File: config.mk
export PLATFORM = sky130hd
export DESIGN_NAME = casid_top
export DESIGN_NICKNAME = d
export VERILOG_FILES = /design/src/casid_pkg.sv /design/src/casid_alu.sv /design/src/casid_top.sv
export SDC_FILE = /design/constraint.sdc
export NUM_CORES = 1
export LEC_CHECK = 0
export ABC_AREA = 1
export BUFFER_PORTS_ARGS = -buffer_cell sky130_fd_sc_hd__clkbuf_2
export CORE_MARGIN = 2
export CORE_UTILIZATION = 45
export CTS_CLUSTER_DIAMETER = 150
export CTS_CLUSTER_SIZE = 28
export DETAILED_ROUTE_END_ITERATION = 16
export PLACE_DENSITY = 0.67
export SYNTH_ARGS = -nofsm -noshare
export SYNTH_HDL_FRONTEND = slang
export SYNTH_SLANG_ARGS = --single-unit
File: constraint.sdc
create_clock -name aclk -period 5.8 [get_ports aclk]
set_input_delay 1.16 -clock aclk [delete_from_list [all_inputs] [get_ports aclk]]
set_output_delay 1.16 -clock aclk [all_outputs]
set_load 0.1 [all_outputs]
File: src/casid_pkg.sv
// How it works
// RULE1: Instructions span one to four bytes.
// RULE2: Escape byte opens a second op-code page.
// RULE3: Second escape page holds 16-bit/stack ops only; the code rejects every op on this page as illegal.
// RULE4: Low three op-code bits select addressing mode.
// RULE5: Register and index modes fetch no operand.
// RULE6: Single-operand modes take one byte unchanged.
// RULE7: Wide operands arrive low byte then high.
// RULE8: Absolute-immediate form: address first, data second.
// RULE9: Implied-register ops carry no operand field.
// RULE10: Bank and page registers only in large models.
// RULE11: Base add codes add into accumulator A.
// RULE12: Escaped add codes index or memory destination.
// RULE13: Add-with-carry repeats add, plus carry in.
// RULE14: Subtract repeats add patterns, subtracting source.
// RULE15: Arithmetic updates Z C V N, keeps interrupts.
// RULE16: Displacement byte sign-extended onto index.
// RULE17: Base page register forms high address byte.
// RULE18: L register acts as signed index offset.
// RULE19: Present decode only after all bytes, stall otherwise.
// RULE20: Result written to A or pointer memory.
package casid_pkg;
   localparam logic [7:0] ESC_CE = 8'hCE;
   localparam logic [7:0] ESC_CF = 8'hCF;
   localparam logic [7:0] LAST_OP = 8'h17;
   localparam logic [2:0] MAX_LEN = 3'h4;
   localparam logic [1:0] PG_BASE = 2'h0;
   localparam logic [1:0] PG_CE = 2'h1;
   localparam logic [1:0] PG_CF = 2'h2;
   localparam logic [3:0] CYC_REG = 4'h2;
   localparam logic [3:0] CYC_PAGE = 4'h3;
   localparam logic [3:0] CYC_ABS = 4'h4;
   localparam logic [3:0] CYC_ESC = 4'h4;
   localparam logic [3:0] CYC_ESC_MEM = 4'h5;
   localparam logic [7:0] OFS_FETCH = 8'h04;
   localparam logic [7:0] OFS_STATUS = 8'h08;
   localparam logic [7:0] OFS_DECODE = 8'h0C;
   localparam logic [7:0] OFS_OPERAND = 8'h10;
   localparam logic [7:0] OFS_EADDR = 8'h14;
   localparam logic [7:0] OFS_AB = 8'h18;
   localparam logic [7:0] OFS_HL = 8'h1C;
   localparam logic [7:0] OFS_IX = 8'h20;
   localparam logic [7:0] OFS_IY = 8'h24;
   localparam logic [7:0] OFS_BRSC = 8'h28;
   localparam logic [7:0] OFS_MSRC = 8'h2C;
   localparam logic [7:0] OFS_MDST = 8'h30;
   localparam logic [7:0] OFS_EP = 8'h34;
   localparam int FLAG_D = 4;
   localparam int FLAG_U = 5;
   localparam logic [7:0] RST_BYTE = 8'h00;
   localparam logic [15:0] RST_WORD = 16'h0000;
   localparam logic [1:0] RESP_OKAY = 2'h0;
   localparam logic [1:0] RESP_SLVERR = 2'h2;

   typedef enum logic [4:0] {
      ST_IDLE = 5'b00001,
      ST_ESC = 5'b00010,
      ST_OPND1 = 5'b00100,
      ST_OPND2 = 5'b01000,
      ST_EXEC = 5'b10000
   } casid_state_e;

   // Operand bytes that follow the op-code
   function automatic logic [1:0] casid_opnd_f(input logic [1:0] page, input logic [7:0] op);
      logic [1:0] n;
      n = 2'h0;
      if (page == PG_BASE)
      begin
         case (op[2:0])
            3'h2, 3'h4: n = 2'h1;
            3'h5: n = 2'h2;
            default: n = 2'h0;
         endcase
      end
      else if (page == PG_CE)
      begin
         case (op[2:0])
            3'h0, 3'h1, 3'h5: n = 2'h1;
            default: n = 2'h0;
         endcase
      end
      return n;
   endfunction : casid_opnd_f

   // Instruction cycles per group member
   function automatic logic [3:0] casid_cyc_f(input logic [1:0] page, input logic [7:0] op);
      logic [3:0] c;
      c = CYC_REG;
      if (page == PG_BASE)
      begin
         c = (op[2:0] == 3'h4) ? CYC_PAGE : (op[2:0] == 3'h5) ? CYC_ABS : CYC_REG;
      end
      else
      begin
         c = (op[2:0] >= 3'h5) ? CYC_ESC_MEM : CYC_ESC;
      end
      return c;
   endfunction : casid_cyc_f
endpackage : casid_pkg

File: src/casid_alu.sv
`timescale 1ns/1ps
`default_nettype none
module casid_alu
   import casid_pkg::*;
(
   // Operands
   input wire logic [7:0] dst,
   input wire logic [7:0] src,
   // Control
   input wire logic carry_in,
   input wire logic use_carry,
   input wire logic subtract,
   input wire logic decimal,
   input wire logic unpack,
   // Results, flags as N V C Z
   output logic [7:0] result,
   output logic [3:0] flags
);
   logic cin;
   logic [7:0] a;
   logic [7:0] b;
   logic [8:0] bin;
   logic [4:0] lo;
   logic [4:0] hi;
   logic lo_c;
   logic hi_c;
   logic c;
   logic v;

   always_comb
   begin
      cin = carry_in & use_carry; // see RULE13
      a = unpack ? {4'h0, dst[3:0]} : dst;
      b = unpack ? {4'h0, src[3:0]} : src;
      bin = subtract ? {1'b0, a} - {1'b0, b} - {8'h00, cin} : {1'b0, a} + {1'b0, b} + {8'h00, cin}; // see RULE14
      lo = subtract ? {1'b0, a[3:0]} - {1'b0, b[3:0]} - {4'h0, cin} : {1'b0, a[3:0]} + {1'b0, b[3:0]} + {4'h0, cin};
      lo_c = (subtract || !decimal) ? lo[4] : (lo > 5'h09);
      lo = (decimal && lo_c) ? (subtract ? lo - 5'h06 : lo + 5'h06) : lo;
      hi = subtract ? {1'b0, a[7:4]} - {1'b0, b[7:4]} - {4'h0, lo_c} : {1'b0, a[7:4]} + {1'b0, b[7:4]} + {4'h0, lo_c};
      hi_c = subtract ? hi[4] : (hi > 5'h09);
      hi = hi_c ? (subtract ? hi - 5'h06 : hi + 5'h06) : hi;
      // Decimal and unpack modes change digit handling
      if (unpack)
      begin
         result = {4'h0, lo[3:0]};
         c = lo_c;
      end
      else if (decimal)
      begin
         result = {hi[3:0], lo[3:0]};
         c = hi_c;
      end
      else
      begin
         result = bin[7:0];
         c = bin[8];
      end
      v = subtract ? (a[7] != b[7]) && (result[7] != a[7]) : (a[7] == b[7]) && (result[7] != a[7]);
      flags = {result[7], v, c, result == 8'h00}; // see RULE15
   end
endmodule : casid_alu
`default_nettype wire

File: src/casid_top.sv
`timescale 1ns/1ps
`default_nettype none
module casid_top
   import casid_pkg::*;
#(
   parameter int ADDR_W = 8,
   parameter int CLKS_PER_CYCLE = 1,
   parameter bit LARGE_MODEL = 1'b1
)
(
   // Clock and reset
   input wire logic aclk,
   input wire logic aresetn,
   // Write address
   input wire logic [ADDR_W-1:0] awaddr,
   input wire logic awvalid,
   output logic awready,
   // Write data
   input wire logic [31:0] wdata,
   input wire logic [3:0] wstrb,
   input wire logic wvalid,
   output logic wready,
   // Write response
   output logic [1:0] bresp,
   output logic bvalid,
   input wire logic bready,
   // Read address
   input wire logic [ADDR_W-1:0] araddr,
   input wire logic arvalid,
   output logic arready,
   // Read data
   output logic [31:0] rdata,
   output logic [1:0] rresp,
   output logic rvalid,
   input wire logic rready
);
   casid_state_e state_q;
   logic awready_q, aw_full_q, wready_q, w_full_q, bvalid_q, arready_q, rvalid_q;
   logic [1:0] bresp_q, rresp_q;
   logic [31:0] rdata_q;
   logic [7:0] waddr_q;
   logic [31:0] wdata_q;
   logic [3:0] wstrb_q;
   logic [7:0] a_q, b_q, h_q, l_q, br_q, sc_q, msrc_q, mdst_q, ep_q, op_q, cnt_q;
   logic [15:0] ix_q, iy_q, opnd_q;
   logic [1:0] page_q;
   logic [2:0] len_q;
   logic illegal_q;
   logic wr_go, wr_err, fetch_take, st_exec, wb, dst_mem, esc;
   logic [7:0] fbyte, src_val, dst_val, alu_res, rd_addr;
   logic [3:0] alu_flags;
   logic [2:0] mode;
   logic [1:0] group;
   logic [15:0] eaddr;

   assign awready = awready_q;
   assign wready = wready_q;
   assign bvalid = bvalid_q;
   assign bresp = bresp_q;
   assign arready = arready_q;
   assign rvalid = rvalid_q;
   assign rdata = rdata_q;
   assign rresp = rresp_q;

   assign st_exec = state_q == ST_EXEC;
   assign wr_go = aw_full_q && w_full_q && !bvalid_q;
   assign fbyte = wdata_q[7:0];
   assign wr_err = (waddr_q > OFS_EP) || (waddr_q[1:0] != 2'h0) || (waddr_q == 8'h00)
      || (st_exec && (waddr_q == OFS_FETCH || waddr_q >= OFS_AB))
      || (!LARGE_MODEL && waddr_q == OFS_EP);
   assign fetch_take = wr_go && !wr_err && waddr_q == OFS_FETCH && wstrb_q[0]; // see RULE19
   assign wb = st_exec && cnt_q == 8'h01;
   assign rd_addr = 8'(araddr);

   // Write address channel
   always_ff @(posedge aclk)
   begin
      if (!aresetn)
      begin
         awready_q <= 1'b0;
         aw_full_q <= 1'b0;
         waddr_q <= RST_BYTE;
      end
      else if (awvalid && awready_q)
      begin
         awready_q <= 1'b0;
         aw_full_q <= 1'b1;
         waddr_q <= 8'(awaddr);
      end
      else if (wr_go)
      begin
         awready_q <= 1'b1;
         aw_full_q <= 1'b0;
      end
      else
      begin
         awready_q <= !aw_full_q;
      end
   end

   // Write data channel
   always_ff @(posedge aclk)
   begin
      if (!aresetn)
      begin
         wready_q <= 1'b0;
         w_full_q <= 1'b0;
         wdata_q <= 32'h00000000;
         wstrb_q <= 4'h0;
      end
      else if (wvalid && wready_q)
      begin
         wready_q <= 1'b0;
         w_full_q <= 1'b1;
         wdata_q <= wdata;
         wstrb_q <= wstrb;
      end
      else if (wr_go)
      begin
         wready_q <= 1'b1;
         w_full_q <= 1'b0;
      end
      else
      begin
         wready_q <= !w_full_q;
      end
   end

   // Write response
   always_ff @(posedge aclk)
   begin
      if (!aresetn)
      begin
         bvalid_q <= 1'b0;
         bresp_q <= RESP_OKAY;
      end
      else if (wr_go)
      begin
         bvalid_q <= 1'b1;
         bresp_q <= wr_err ? RESP_SLVERR : RESP_OKAY; // see RULE19
      end
      else if (bready)
      begin
         bvalid_q <= 1'b0;
      end
   end

   // Current instruction view
   always_comb
   begin
      mode = op_q[2:0]; // see RULE4
      group = op_q[4:3];
      esc = page_q == PG_CE;
      dst_mem = esc && mode >= 3'h4;
      src_val = msrc_q;
      eaddr = RST_WORD;
      if (!esc)
      begin
         case (mode)
            3'h0: src_val = a_q; // see RULE5
            3'h1: src_val = b_q;
            3'h2: src_val = opnd_q[7:0]; // see RULE6
            default: src_val = msrc_q;
         endcase
         case (mode)
            3'h3: eaddr = {h_q, l_q};
            3'h4: eaddr = {br_q, opnd_q[7:0]}; // see RULE17
            3'h5: eaddr = opnd_q; // see RULE7
            3'h6: eaddr = ix_q;
            3'h7: eaddr = iy_q;
            default: eaddr = RST_WORD;
         endcase
      end
      else
      begin
         case (mode)
            3'h4: src_val = a_q;
            3'h5: src_val = opnd_q[7:0];
            default: src_val = msrc_q;
         endcase
         case (mode)
            3'h0: eaddr = ix_q + {{8{opnd_q[7]}}, opnd_q[7:0]}; // see RULE16
            3'h1: eaddr = iy_q + {{8{opnd_q[7]}}, opnd_q[7:0]}; // see RULE16
            3'h2: eaddr = ix_q + {{8{l_q[7]}}, l_q}; // see RULE18
            3'h3: eaddr = iy_q + {{8{l_q[7]}}, l_q}; // see RULE18
            3'h6: eaddr = ix_q;
            3'h7: eaddr = iy_q;
            default: eaddr = {h_q, l_q};
         endcase
      end
      dst_val = dst_mem ? mdst_q : a_q; // see RULE12
   end

   casid_alu u_alu (
      .dst(dst_val),
      .src(src_val),
      .carry_in(sc_q[1]),
      .use_carry(group == 2'h1),
      .subtract(group == 2'h2),
      .decimal(sc_q[FLAG_D]),
      .unpack(sc_q[FLAG_U]),
      .result(alu_res),
      .flags(alu_flags)
   );

   // Fetch and decode sequencer
   always_ff @(posedge aclk)
   begin
      if (!aresetn)
      begin
         state_q <= ST_IDLE;
         page_q <= PG_BASE;
         op_q <= RST_BYTE;
         opnd_q <= RST_WORD;
         len_q <= 3'h0;
         illegal_q <= 1'b0;
         cnt_q <= RST_BYTE;
      end
      else
      begin
         case (state_q)
            ST_IDLE:
            begin
               if (fetch_take)
               begin
                  len_q <= 3'h1; // see RULE1
                  illegal_q <= 1'b0;
                  opnd_q <= RST_WORD;
                  if (fbyte == ESC_CE || fbyte == ESC_CF)
                  begin
                     page_q <= (fbyte == ESC_CE) ? PG_CE : PG_CF; // see RULE2
                     state_q <= ST_ESC;
                  end
                  else
                  begin
                     page_q <= PG_BASE;
                     op_q <= fbyte;
                     illegal_q <= fbyte > LAST_OP;
                     cnt_q <= 8'(int'(casid_cyc_f(PG_BASE, fbyte)) * CLKS_PER_CYCLE); // see RULE11
                     if (fbyte > LAST_OP)
                        state_q <= ST_IDLE;
                     else if (casid_opnd_f(PG_BASE, fbyte) == 2'h0)
                        state_q <= ST_EXEC; // see RULE5
                     else
                        state_q <= ST_OPND1;
                  end
               end
            end
            ST_ESC:
            begin
               if (fetch_take)
               begin
                  len_q <= len_q + 3'h1;
                  op_q <= fbyte;
                  cnt_q <= 8'(int'(casid_cyc_f(page_q, fbyte)) * CLKS_PER_CYCLE); // see RULE12
                  // Only the CE page group is executed here
                  if (page_q == PG_CF || fbyte > LAST_OP)
                  begin
                     illegal_q <= 1'b1; // see RULE3
                     state_q <= ST_IDLE;
                  end
                  else if (casid_opnd_f(page_q, fbyte) == 2'h0)
                     state_q <= ST_EXEC; // see RULE9
                  else
                     state_q <= ST_OPND1;
               end
            end
            ST_OPND1:
            begin
               if (fetch_take)
               begin
                  len_q <= len_q + 3'h1;
                  opnd_q[7:0] <= fbyte; // see RULE7
                  state_q <= (casid_opnd_f(page_q, op_q) == 2'h2) ? ST_OPND2 : ST_EXEC; // see RULE6
               end
            end
            ST_OPND2:
            begin
               if (fetch_take)
               begin
                  len_q <= len_q + 3'h1;
                  opnd_q[15:8] <= fbyte; // see RULE8
                  state_q <= ST_EXEC;
               end
            end
            ST_EXEC:
            begin
               cnt_q <= cnt_q - 8'h01;
               if (wb)
                  state_q <= ST_IDLE; // see RULE19
            end
            default: state_q <= ST_IDLE;
         endcase
      end
   end

   // Core registers, software writes and result write-back
   always_ff @(posedge aclk)
   begin
      if (!aresetn)
      begin
         a_q <= RST_BYTE;
         b_q <= RST_BYTE;
         h_q <= RST_BYTE;
         l_q <= RST_BYTE;
         ix_q <= RST_WORD;
         iy_q <= RST_WORD;
         br_q <= RST_BYTE;
         sc_q <= RST_BYTE;
         msrc_q <= RST_BYTE;
         mdst_q <= RST_BYTE;
         ep_q <= RST_BYTE;
      end
      else if (wb)
      begin
         if (dst_mem)
            mdst_q <= alu_res; // see RULE20
         else
            a_q <= alu_res; // see RULE11
         sc_q <= {sc_q[7:4], alu_flags}; // see RULE15
      end
      else if (wr_go && !wr_err)
      begin
         case (waddr_q)
            OFS_AB:
            begin
               if (wstrb_q[0]) a_q <= wdata_q[7:0];
               if (wstrb_q[1]) b_q <= wdata_q[15:8];
            end
            OFS_HL:
            begin
               if (wstrb_q[0]) l_q <= wdata_q[7:0];
               if (wstrb_q[1]) h_q <= wdata_q[15:8];
            end
            OFS_IX:
            begin
               if (wstrb_q[0]) ix_q[7:0] <= wdata_q[7:0];
               if (wstrb_q[1]) ix_q[15:8] <= wdata_q[15:8];
            end
            OFS_IY:
            begin
               if (wstrb_q[0]) iy_q[7:0] <= wdata_q[7:0];
               if (wstrb_q[1]) iy_q[15:8] <= wdata_q[15:8];
            end
            OFS_BRSC:
            begin
               if (wstrb_q[0]) br_q <= wdata_q[7:0];
               if (wstrb_q[1]) sc_q <= wdata_q[15:8];
            end
            OFS_MSRC: if (wstrb_q[0]) msrc_q <= wdata_q[7:0];
            OFS_MDST: if (wstrb_q[0]) mdst_q <= wdata_q[7:0];
            OFS_EP: if (wstrb_q[0]) ep_q <= wdata_q[7:0]; // see RULE10
            default: ep_q <= ep_q;
         endcase
      end
   end

   // Read channel
   always_ff @(posedge aclk)
   begin
      if (!aresetn)
      begin
         arready_q <= 1'b0;
         rvalid_q <= 1'b0;
         rdata_q <= 32'h00000000;
         rresp_q <= RESP_OKAY;
      end
      else if (arvalid && arready_q)
      begin
         arready_q <= 1'b0;
         rvalid_q <= 1'b1;
         rresp_q <= RESP_OKAY;
         case (rd_addr)
            OFS_FETCH: rdata_q <= 32'h00000000;
            OFS_STATUS: rdata_q <= {25'h0, len_q, LARGE_MODEL, illegal_q,
               !st_exec && state_q != ST_IDLE, st_exec};
            OFS_DECODE: rdata_q <= {8'h00, op_q, casid_cyc_f(page_q, op_q), 2'h0, casid_opnd_f(page_q, op_q),
               1'b0, page_q, group, mode};
            OFS_OPERAND: rdata_q <= {16'h0000, opnd_q};
            OFS_EADDR: rdata_q <= {16'h0000, eaddr};
            OFS_AB: rdata_q <= {16'h0000, b_q, a_q};
            OFS_HL: rdata_q <= {16'h0000, h_q, l_q};
            OFS_IX: rdata_q <= {16'h0000, ix_q};
            OFS_IY: rdata_q <= {16'h0000, iy_q};
            OFS_BRSC: rdata_q <= {16'h0000, sc_q, br_q};
            OFS_MSRC: rdata_q <= {24'h000000, msrc_q};
            OFS_MDST: rdata_q <= {24'h000000, mdst_q};
            OFS_EP: rdata_q <= LARGE_MODEL ? {24'h000000, ep_q} : 32'h00000000; // see RULE10
            default:
            begin
               rdata_q <= 32'h00000000;
               rresp_q <= RESP_SLVERR;
            end
         endcase
      end
      else if (rvalid_q && rready)
      begin
         rvalid_q <= 1'b0;
         arready_q <= 1'b1;
      end
      else
      begin
         arready_q <= !rvalid_q;
      end
   end
endmodule : casid_top
`default_nettype wire

==> metrics.md, run 1 <==
| Metric | Value |
|---|---|
| Outcome | `finished, final reports clean` |
| Worst hold path type | `reg2reg` |
| # diodes | `0` |
| Layout cell share with drive strength beyond 1 | `0.0889` |
| Max cap viols | `0` |
| Vias in the first global route | `14070` |
| Core area | `30600 um^2` |
| Initial Utilization | `0.456` |
| Global-route wire length before repair | `83400 um` |
| Fin crit share | `0.921` |
| Required time of the critical path | `6.19 ns` |
| Post-Synthesis Cells | `2143` |
| Total number of vias | `15293` |
| RD Place Congestion | `1.07` |
| R2r startpoint | `op_q[1]` |
| Longest Clk Path Bufs | `3` |
| Min setup slack post-route | `0.461 ns` |
| Grt total ovfl | `0` |
| Initial antenna violation count | `0` |
| RSZ-0062 raised after global routing | `false` |
| Drt wl/cell | `21.3 um` |
| Async SR Flop Fraction | `0` |
| FF-to-FF End | `mdst_q[7]` |
| Slew Viols, Final | `0` |
| Minimum clock period | `5.34 ns` |
| Worst-path fanout max | `6` |
| Pre-CTS setup slack | `0.157 ns` |
| Hold Path Origin | `waddr_q[1]` |
| DR iter-0 viols | `1595` |
| Maximum vdd ir drop | `0.282 mV` |
| Buf+Inv Stages, Crit Path | `8` |
| DRC viols | `0` |
| Slowest stage cell, crit path | `fa_1` |
| Clock root cell | `clkbuf_16` |
| Met1 WL | `23300 um` |
| CTS Hold Bufs | `0` |
| Main synth FF type | `dfxtp_1` |
| Ys Warns | `0` |
| CP Capture Type | `flip-flop` |
| Gr usage total | `0.327` |
| Worst path most repeated cell | `nand2_1` |
| Clock Latency Late Sink | `0.49 ns` |
| Delay-heaviest family, CP | `adder cells` |
| Slew Limit Headroom | `0.175` |
| TritonCTS Buffers | `11` |
| Area growth from synthesis to layout | `8.59%` |
| Sequential area share after synthesis | `0.296` |
| Antenna-violating nets left | `0` |
| Fin nets | `2318` |
| P per Cell Area | `168 nW/um^2` |
| Setup violators final | `0` |
| Drt via density | `5.90` |
| # clock sinks | `206` |
| CTS clock-pin slew for the worst setup and hold paths | `0.11 ns` |
| DIE HEIGHT | `180 um` |
| Worst Skew | `0.0217 ns` |
| Synth unique cells | `55` |
| Final number of hold-violating endpoints | `0` |
| Area of the mapped netlist | `14000 um^2` |
| I/O Buffers | `71` |
| CP max stage delay | `0.48 ns` |
| Highest routed layer | `met4` |
| Worst setup SP type | `flip-flop` |
| Yosys reg bits | `206` |
| Routed wl met2 | `24900 um` |
| Arrival time worst endpoint | `5.73 ns` |
| Worst Hold End | `waddr_q[1]` |
| Hold Path Cell Cnt | `2` |
| Share of the synthesized area in the top cell type | `0.296` |
| Met3 routed WL | `3850 um` |
| Critical path class | `reg2reg` |
| R2r setup slk | `0.46 ns` |
| Main area contributors after synthesis | `dfxtp_1, nand2_1, a21oi_1` |
| Post-DP HPWL | `42800 um` |
| Most area-hungry cell type in the Yosys netlist | `dfxtp_1` |
| Largest net degree at the start of global routing | `90` |
| Synth Area per Inst | `6.51 um^2` |
| Detailed Route WL | `55100 um` |
| Die X-Extent | `180 um` |
| EDFF count, synth | `0` |
| Max Freq | `187 MHz` |
| Least-Margin Pin Slew | `1.23 ns` |
| IO Count | `100` |
| Final Total Pwr | `0.00255 W` |
| Leak | `6.45 nW` |
| R2R depth | `35` |
| CTS tree | `done` |
| Setup TNS | `0 ns` |
| Die area | `32400 um^2` |
| H-tree lvl count | `1` |
| Rows | `64` |
| DRT Pass-1 Iters | `6` |
synth_stat cells (10+ instances only):
cell type  instances
nor3_1            30
fa_1              11
o2111ai_1         10
dfxtp_1          206
buf_4             11
o221ai_1          14
nand3b_1          11
nand4_1           29
nor2_2            11
a211oi_1          17
buf_2             10
clkbuf_1          65
o21ai_0          251
nand2_1          415
o21bai_1          12
a221oi_1          18
nor2_1           131
inv_1            288
ha_1              54
clkinv_1          11
a21oi_1          257
o22ai_1           42
o211ai_1          16
nand3_1          128
state kept, by name, indices dropped and copies added, names as in the netlist, 8 cells and up:
| name | flops |
|---|---|
| rdata | 24 |
| ix_q | 16 |
| iy_q | 16 |
| opnd_q | 16 |
| wdata_q | 16 |
| a_q | 8 |
| b_q | 8 |
| br_q | 8 |
| cnt_q | 8 |
| ep_q | 8 |
| h_q | 8 |
| l_q | 8 |
| mdst_q | 8 |
| msrc_q | 8 |
| op_q | 8 |
| sc_q | 8 |
| waddr_q | 8 |
through the flow:
step	hold WS, ns	instances	cell area (um^2)	utilization
floorplan	0.425	2152	14000	-
global placement	0.441	2572	14800	0.483
detailed placement	0.452	2572	14800	0.483
CTS	0.467	2585	15100	0.492
global route	0.489	2590	15200	0.495
finish	0.463	2590	15200	0.495
final cells by class:
type	count	area, um^2
Timing Repair Buffer	117	703
Clock inverter	2	21.3
Clock buffer	11	275
Multi-Input combinational cell	1552	8380
Tap cell	396	495
Fill cell	3226	15400
Sequential cell	206	4130
Inverter	306	1150
where the power goes:
group | leakage, nW | switching [W] | internal [W] | total, W
sequential | 1.67 | 0.0000266 | 0.00143 | 0.00146
combinational | 4.64 | 0.000193 | 0.0000450 | 0.000238
clock | 0.147 | 0.000495 | 0.000354 | 0.000849
total | 6.45 | 0.000714 | 0.00183 | 0.00255
how the worst max path moves through the flow:
stage | end | cells past startpoint | slack [ns] | startpoint
floorplan | mdst_q[7] | 36 | 0.32 | op_q[1]
global placement | mdst_q[7] | 35 | 0.21 | op_q[2]
detailed placement | mdst_q[7] | 35 | 0.16 | op_q[2]
CTS | mdst_q[7] | 35 | 0.13 | op_q[2]
global route | a_q[7] | 35 | 0.04 | op_q[1]
finish | mdst_q[7] | 35 | 0.46 | op_q[1]
per-layer routing:
metal	track usage	vias up
li1	-	7361
met1	0.433	7144
met4	0.154	0
met5	0	-
met2	0.534	646
met3	0.0400	142
worst reg2reg max path: cells and delay by family, from the launching register on:
family	cells	cell delay, ns
fa+ha+maj	5	1.83
simple gates	16	1.65
compound gates	6	0.80
buf+inv	8	0.61
flops	1	0.34
cells by family (layout without fill, tap and decap cells):
| family | after synthesis | count (layout) | share of synthesized area |
|---|---|---|---|
| AOI/OAI and AO/OA | 683 | 683 | 0.277 |
| buffers and inverters | 394 | 436 | 0.110 |
| DFF | 206 | 206 | 0.296 |
| adders and majority gates | 65 | 65 | 0.0642 |
| and+or+nand+nor | 784 | 784 | 0.246 |
| other | 1 | 10 | 0.000269 |
| xor gates and xnor gates | 10 | 10 | 0.00628 |
cells in the final DEF (no fill, tap or decap), types with 30 or more instances in the layout:
cell type  synthesis  final
nand2_1          415    415
inv_1            288    285
a21oi_1          257    256
o21ai_0          251    250
dfxtp_1          206    205
nor2_1           131    129
nand3_1          128    127
clkbuf_2           0     70
ha_1              54     53
buf_4             11     47
o22ai_1           42     42
nor3_1            30     30
repair_timing:
item	4_1_cts	5_1_grt
buffers inserted	0	5
hold endpoints to repair	0	0
setup endpoints to repair	0	9
gates resized for setup	0	18
Note: power is estimated with default switching activity, not from simulation.
==> inputs of run 2 (changes only) <==
Settings changed: PLACE_DENSITY 0.67 to unset, PLACE_DENSITY_LB_ADDON set to 0.05.
==> metrics.md, run 2 (same netlist as run 1, synthesis figures left out) <==
| Metric | Value |
|---|---|
| Outcome | `finished, final reports clean` |
| Post-DP HPWL | `42900 um (+0.20%)` |
| Layout cell share with drive strength beyond 1 | `0.0873 (-0.00158)` |
| Rows | `64 (unchanged)` |
| Worst path most repeated cell | `inv_1` |
| Initial Utilization | `0.456 (unchanged)` |
| Layout Cells excl Fill | `2584 (-0.23%)` |
| Most frequent cells in the layout | `nand2_1, inv_1, a21oi_1` |
| Detailed Route WL | `55400 um (+0.66%)` |
| CTS Hold Bufs | `0 (unchanged)` |
| Vias in the first global route | `13960 (-0.78%)` |
| RSZ-0062 raised after global routing | `false` |
| H-tree lvl count | `1 (unchanged)` |
| Final number of hold-violating endpoints | `0 (unchanged)` |
| CP max stage delay | `0.43 ns (-0.05 ns)` |
| Hold Path Origin | `waddr_q[1]` |
| Fin nets | `2313 (-0.22%)` |
| Minimum clock period | `5.38 ns (+0.0380 ns)` |
| Gr usage total | `0.331 (+0.00383)` |
| Dpl cells | `2571 (-0.039%)` |
| DIE HEIGHT | `180 um (unchanged)` |
| Die X-Extent | `180 um (unchanged)` |
| Global-route wire length before repair | `83800 um (+0.50%)` |
| # clock sinks | `206 (unchanged)` |
| Critical path class | `reg2reg` |
| Area growth from synthesis to layout | `8.27%` |
| Crit path from | `op_q[0]` |
| Grt total ovfl | `0 (unchanged)` |
| TritonCTS Buffers | `11 (unchanged)` |
| DRC viols | `0 (unchanged)` |
| IO Count | `100 (unchanged)` |
| Required time of the critical path | `6.19 ns (about the same)` |
| Commonest non-fill, non-tap cell in the layout | `nand2_1` |
| Clock root cell | `clkbuf_16` |
| RD Place Congestion | `1.04 (-2.1%)` |
| Core area | `30600 um^2 (unchanged)` |
| Maximum vdd ir drop | `0.141 mV (-50%)` |
| DR iter-0 viols | `1584 (-0.69%)` |
| Leak | `6.43 nW (-0.28%)` |
| Total number of vias | `15181 (-0.73%)` |
| Drt via density | `5.88 (-0.50%)` |
| Initial antenna violation count | `0 (unchanged)` |
| Drt wl/cell | `21.4 um (+0.89%)` |
| Largest net degree at the start of global routing | `88 (-2.2%)` |
| Slowest stage cell, crit path | `fa_1` |
| Setup violators final | `0 (unchanged)` |
| Worst hold path type | `reg2reg` |
| Arrival time worst endpoint | `5.77 ns (+0.04 ns)` |
| Antenna-violating nets left | `0 (unchanged)` |
| CTS clock-pin slew for the worst setup and hold paths | `0.12 ns (about the same)` |
| Longest Clk Path Bufs | `3 (unchanged)` |
| DRT Pass-1 Iters | `6 (unchanged)` |
| Max cap viols | `0 (unchanged)` |
| CTS tree | `done` |
| Fin crit share | `0.927 (+0.00654)` |
| # diodes | `0 (unchanged)` |
| Clock Latency Late Sink | `0.49 ns (about the same)` |
| Worst-path fanout max | `4 (-2)` |
| CP Capture Type | `flip-flop` |
| I/O Buffers | `71 (unchanged)` |
| Slew Limit Headroom | `0.197 (+0.0222)` |
| Max Freq | `186 MHz (-0.71%)` |
| Worst Skew | `0.0260 ns (+0.00430 ns)` |
| Slew Viols, Final | `0 (unchanged)` |
| R2r startpoint | `op_q[0]` |
| Die area | `32400 um^2 (unchanged)` |
| P per Cell Area | `170 nW/um^2 (+0.88%)` |
| Worst setup SP type | `flip-flop` |
| Setup TNS | `0 ns (unchanged)` |
| Least-Margin Pin Slew | `1.20 ns (-0.0332 ns)` |
| Number of flip-flops in the largest register | `24 (unchanged)` |
| R2r setup slk | `0.42 ns (-0.04 ns)` |
-- run 2: cell count changes in the layout (fill, tap and decap cells not counted), sizes merged --
cell      before  now
buf           47   42
clkinv        11   10
clkinvlp       1    0
inv          296  297
-- run 2: routing by layer --
metal	up-vias	GRT usage	share of wire
li1	7361	-	-
met1	7059	0.440	0.42
met2	646	0.540	0.45
met3	115	0.0358	0.070
met4	0	0.158	0.054
met5	-	0	0
-- run 2: worst paths after layout --
path                end  depth (start not counted)
max              a_q[7]                         34
min          waddr_q[1]                          2
max reg2reg      a_q[7]                         34
min reg2reg  waddr_q[1]                          2
-- run 2: layout make-up --
class | instances | area [um^2]
clock buffer | 11 | 275
clock inverter | 1 | 20.0
fill | 3227 | 15500
inverter | 306 | 1150
multi-input combinational | 1552 | 8370
sequential | 206 | 4130
tap | 396 | 495
timing repair buffer | 112 | 669
-- run 2: timing repair --
item,CTS,global route
endpoints found under the setup margin,0,9
gates resized for setup,0,20
buffers inserted,0,1
-- run 2: metrics by stage --
stage	setup WS, ns	instance area (um^2)	power (W)	hold WS (ns)	utilization
2_1_floorplan	0.322	14000	0.00166	0.425	-
3_3_place_gp	0.195	14800	0.00173	0.444	0.482
3_5_place_dp	0.162	14800	0.00173	0.447	0.482
4_1_cts	0.149	15100	0.00257	0.463	0.492
5_1_grt	0.0275	15100	0.00264	0.486	0.494
6_report	0.423	15100	0.00256	0.462	0.494
-- run 2: report_power, final --
group          leakage [nW]  switching [W]  internal [W]
Combinational          4.62       0.000195     0.0000456
Sequential             1.67      0.0000260       0.00144
Clock                 0.145       0.000505      0.000355
-- run 2: critical path: cells and delay by family, from the launching register on --
kind / cells / cell delay, ns
buffers and inverters: 9 / 0.68
adders and majority gates: 5 / 1.83
DFF: 1 / 0.36
and+or+nand+nor: 14 / 1.61
AOI/OAI and AO/OA: 6 / 0.77
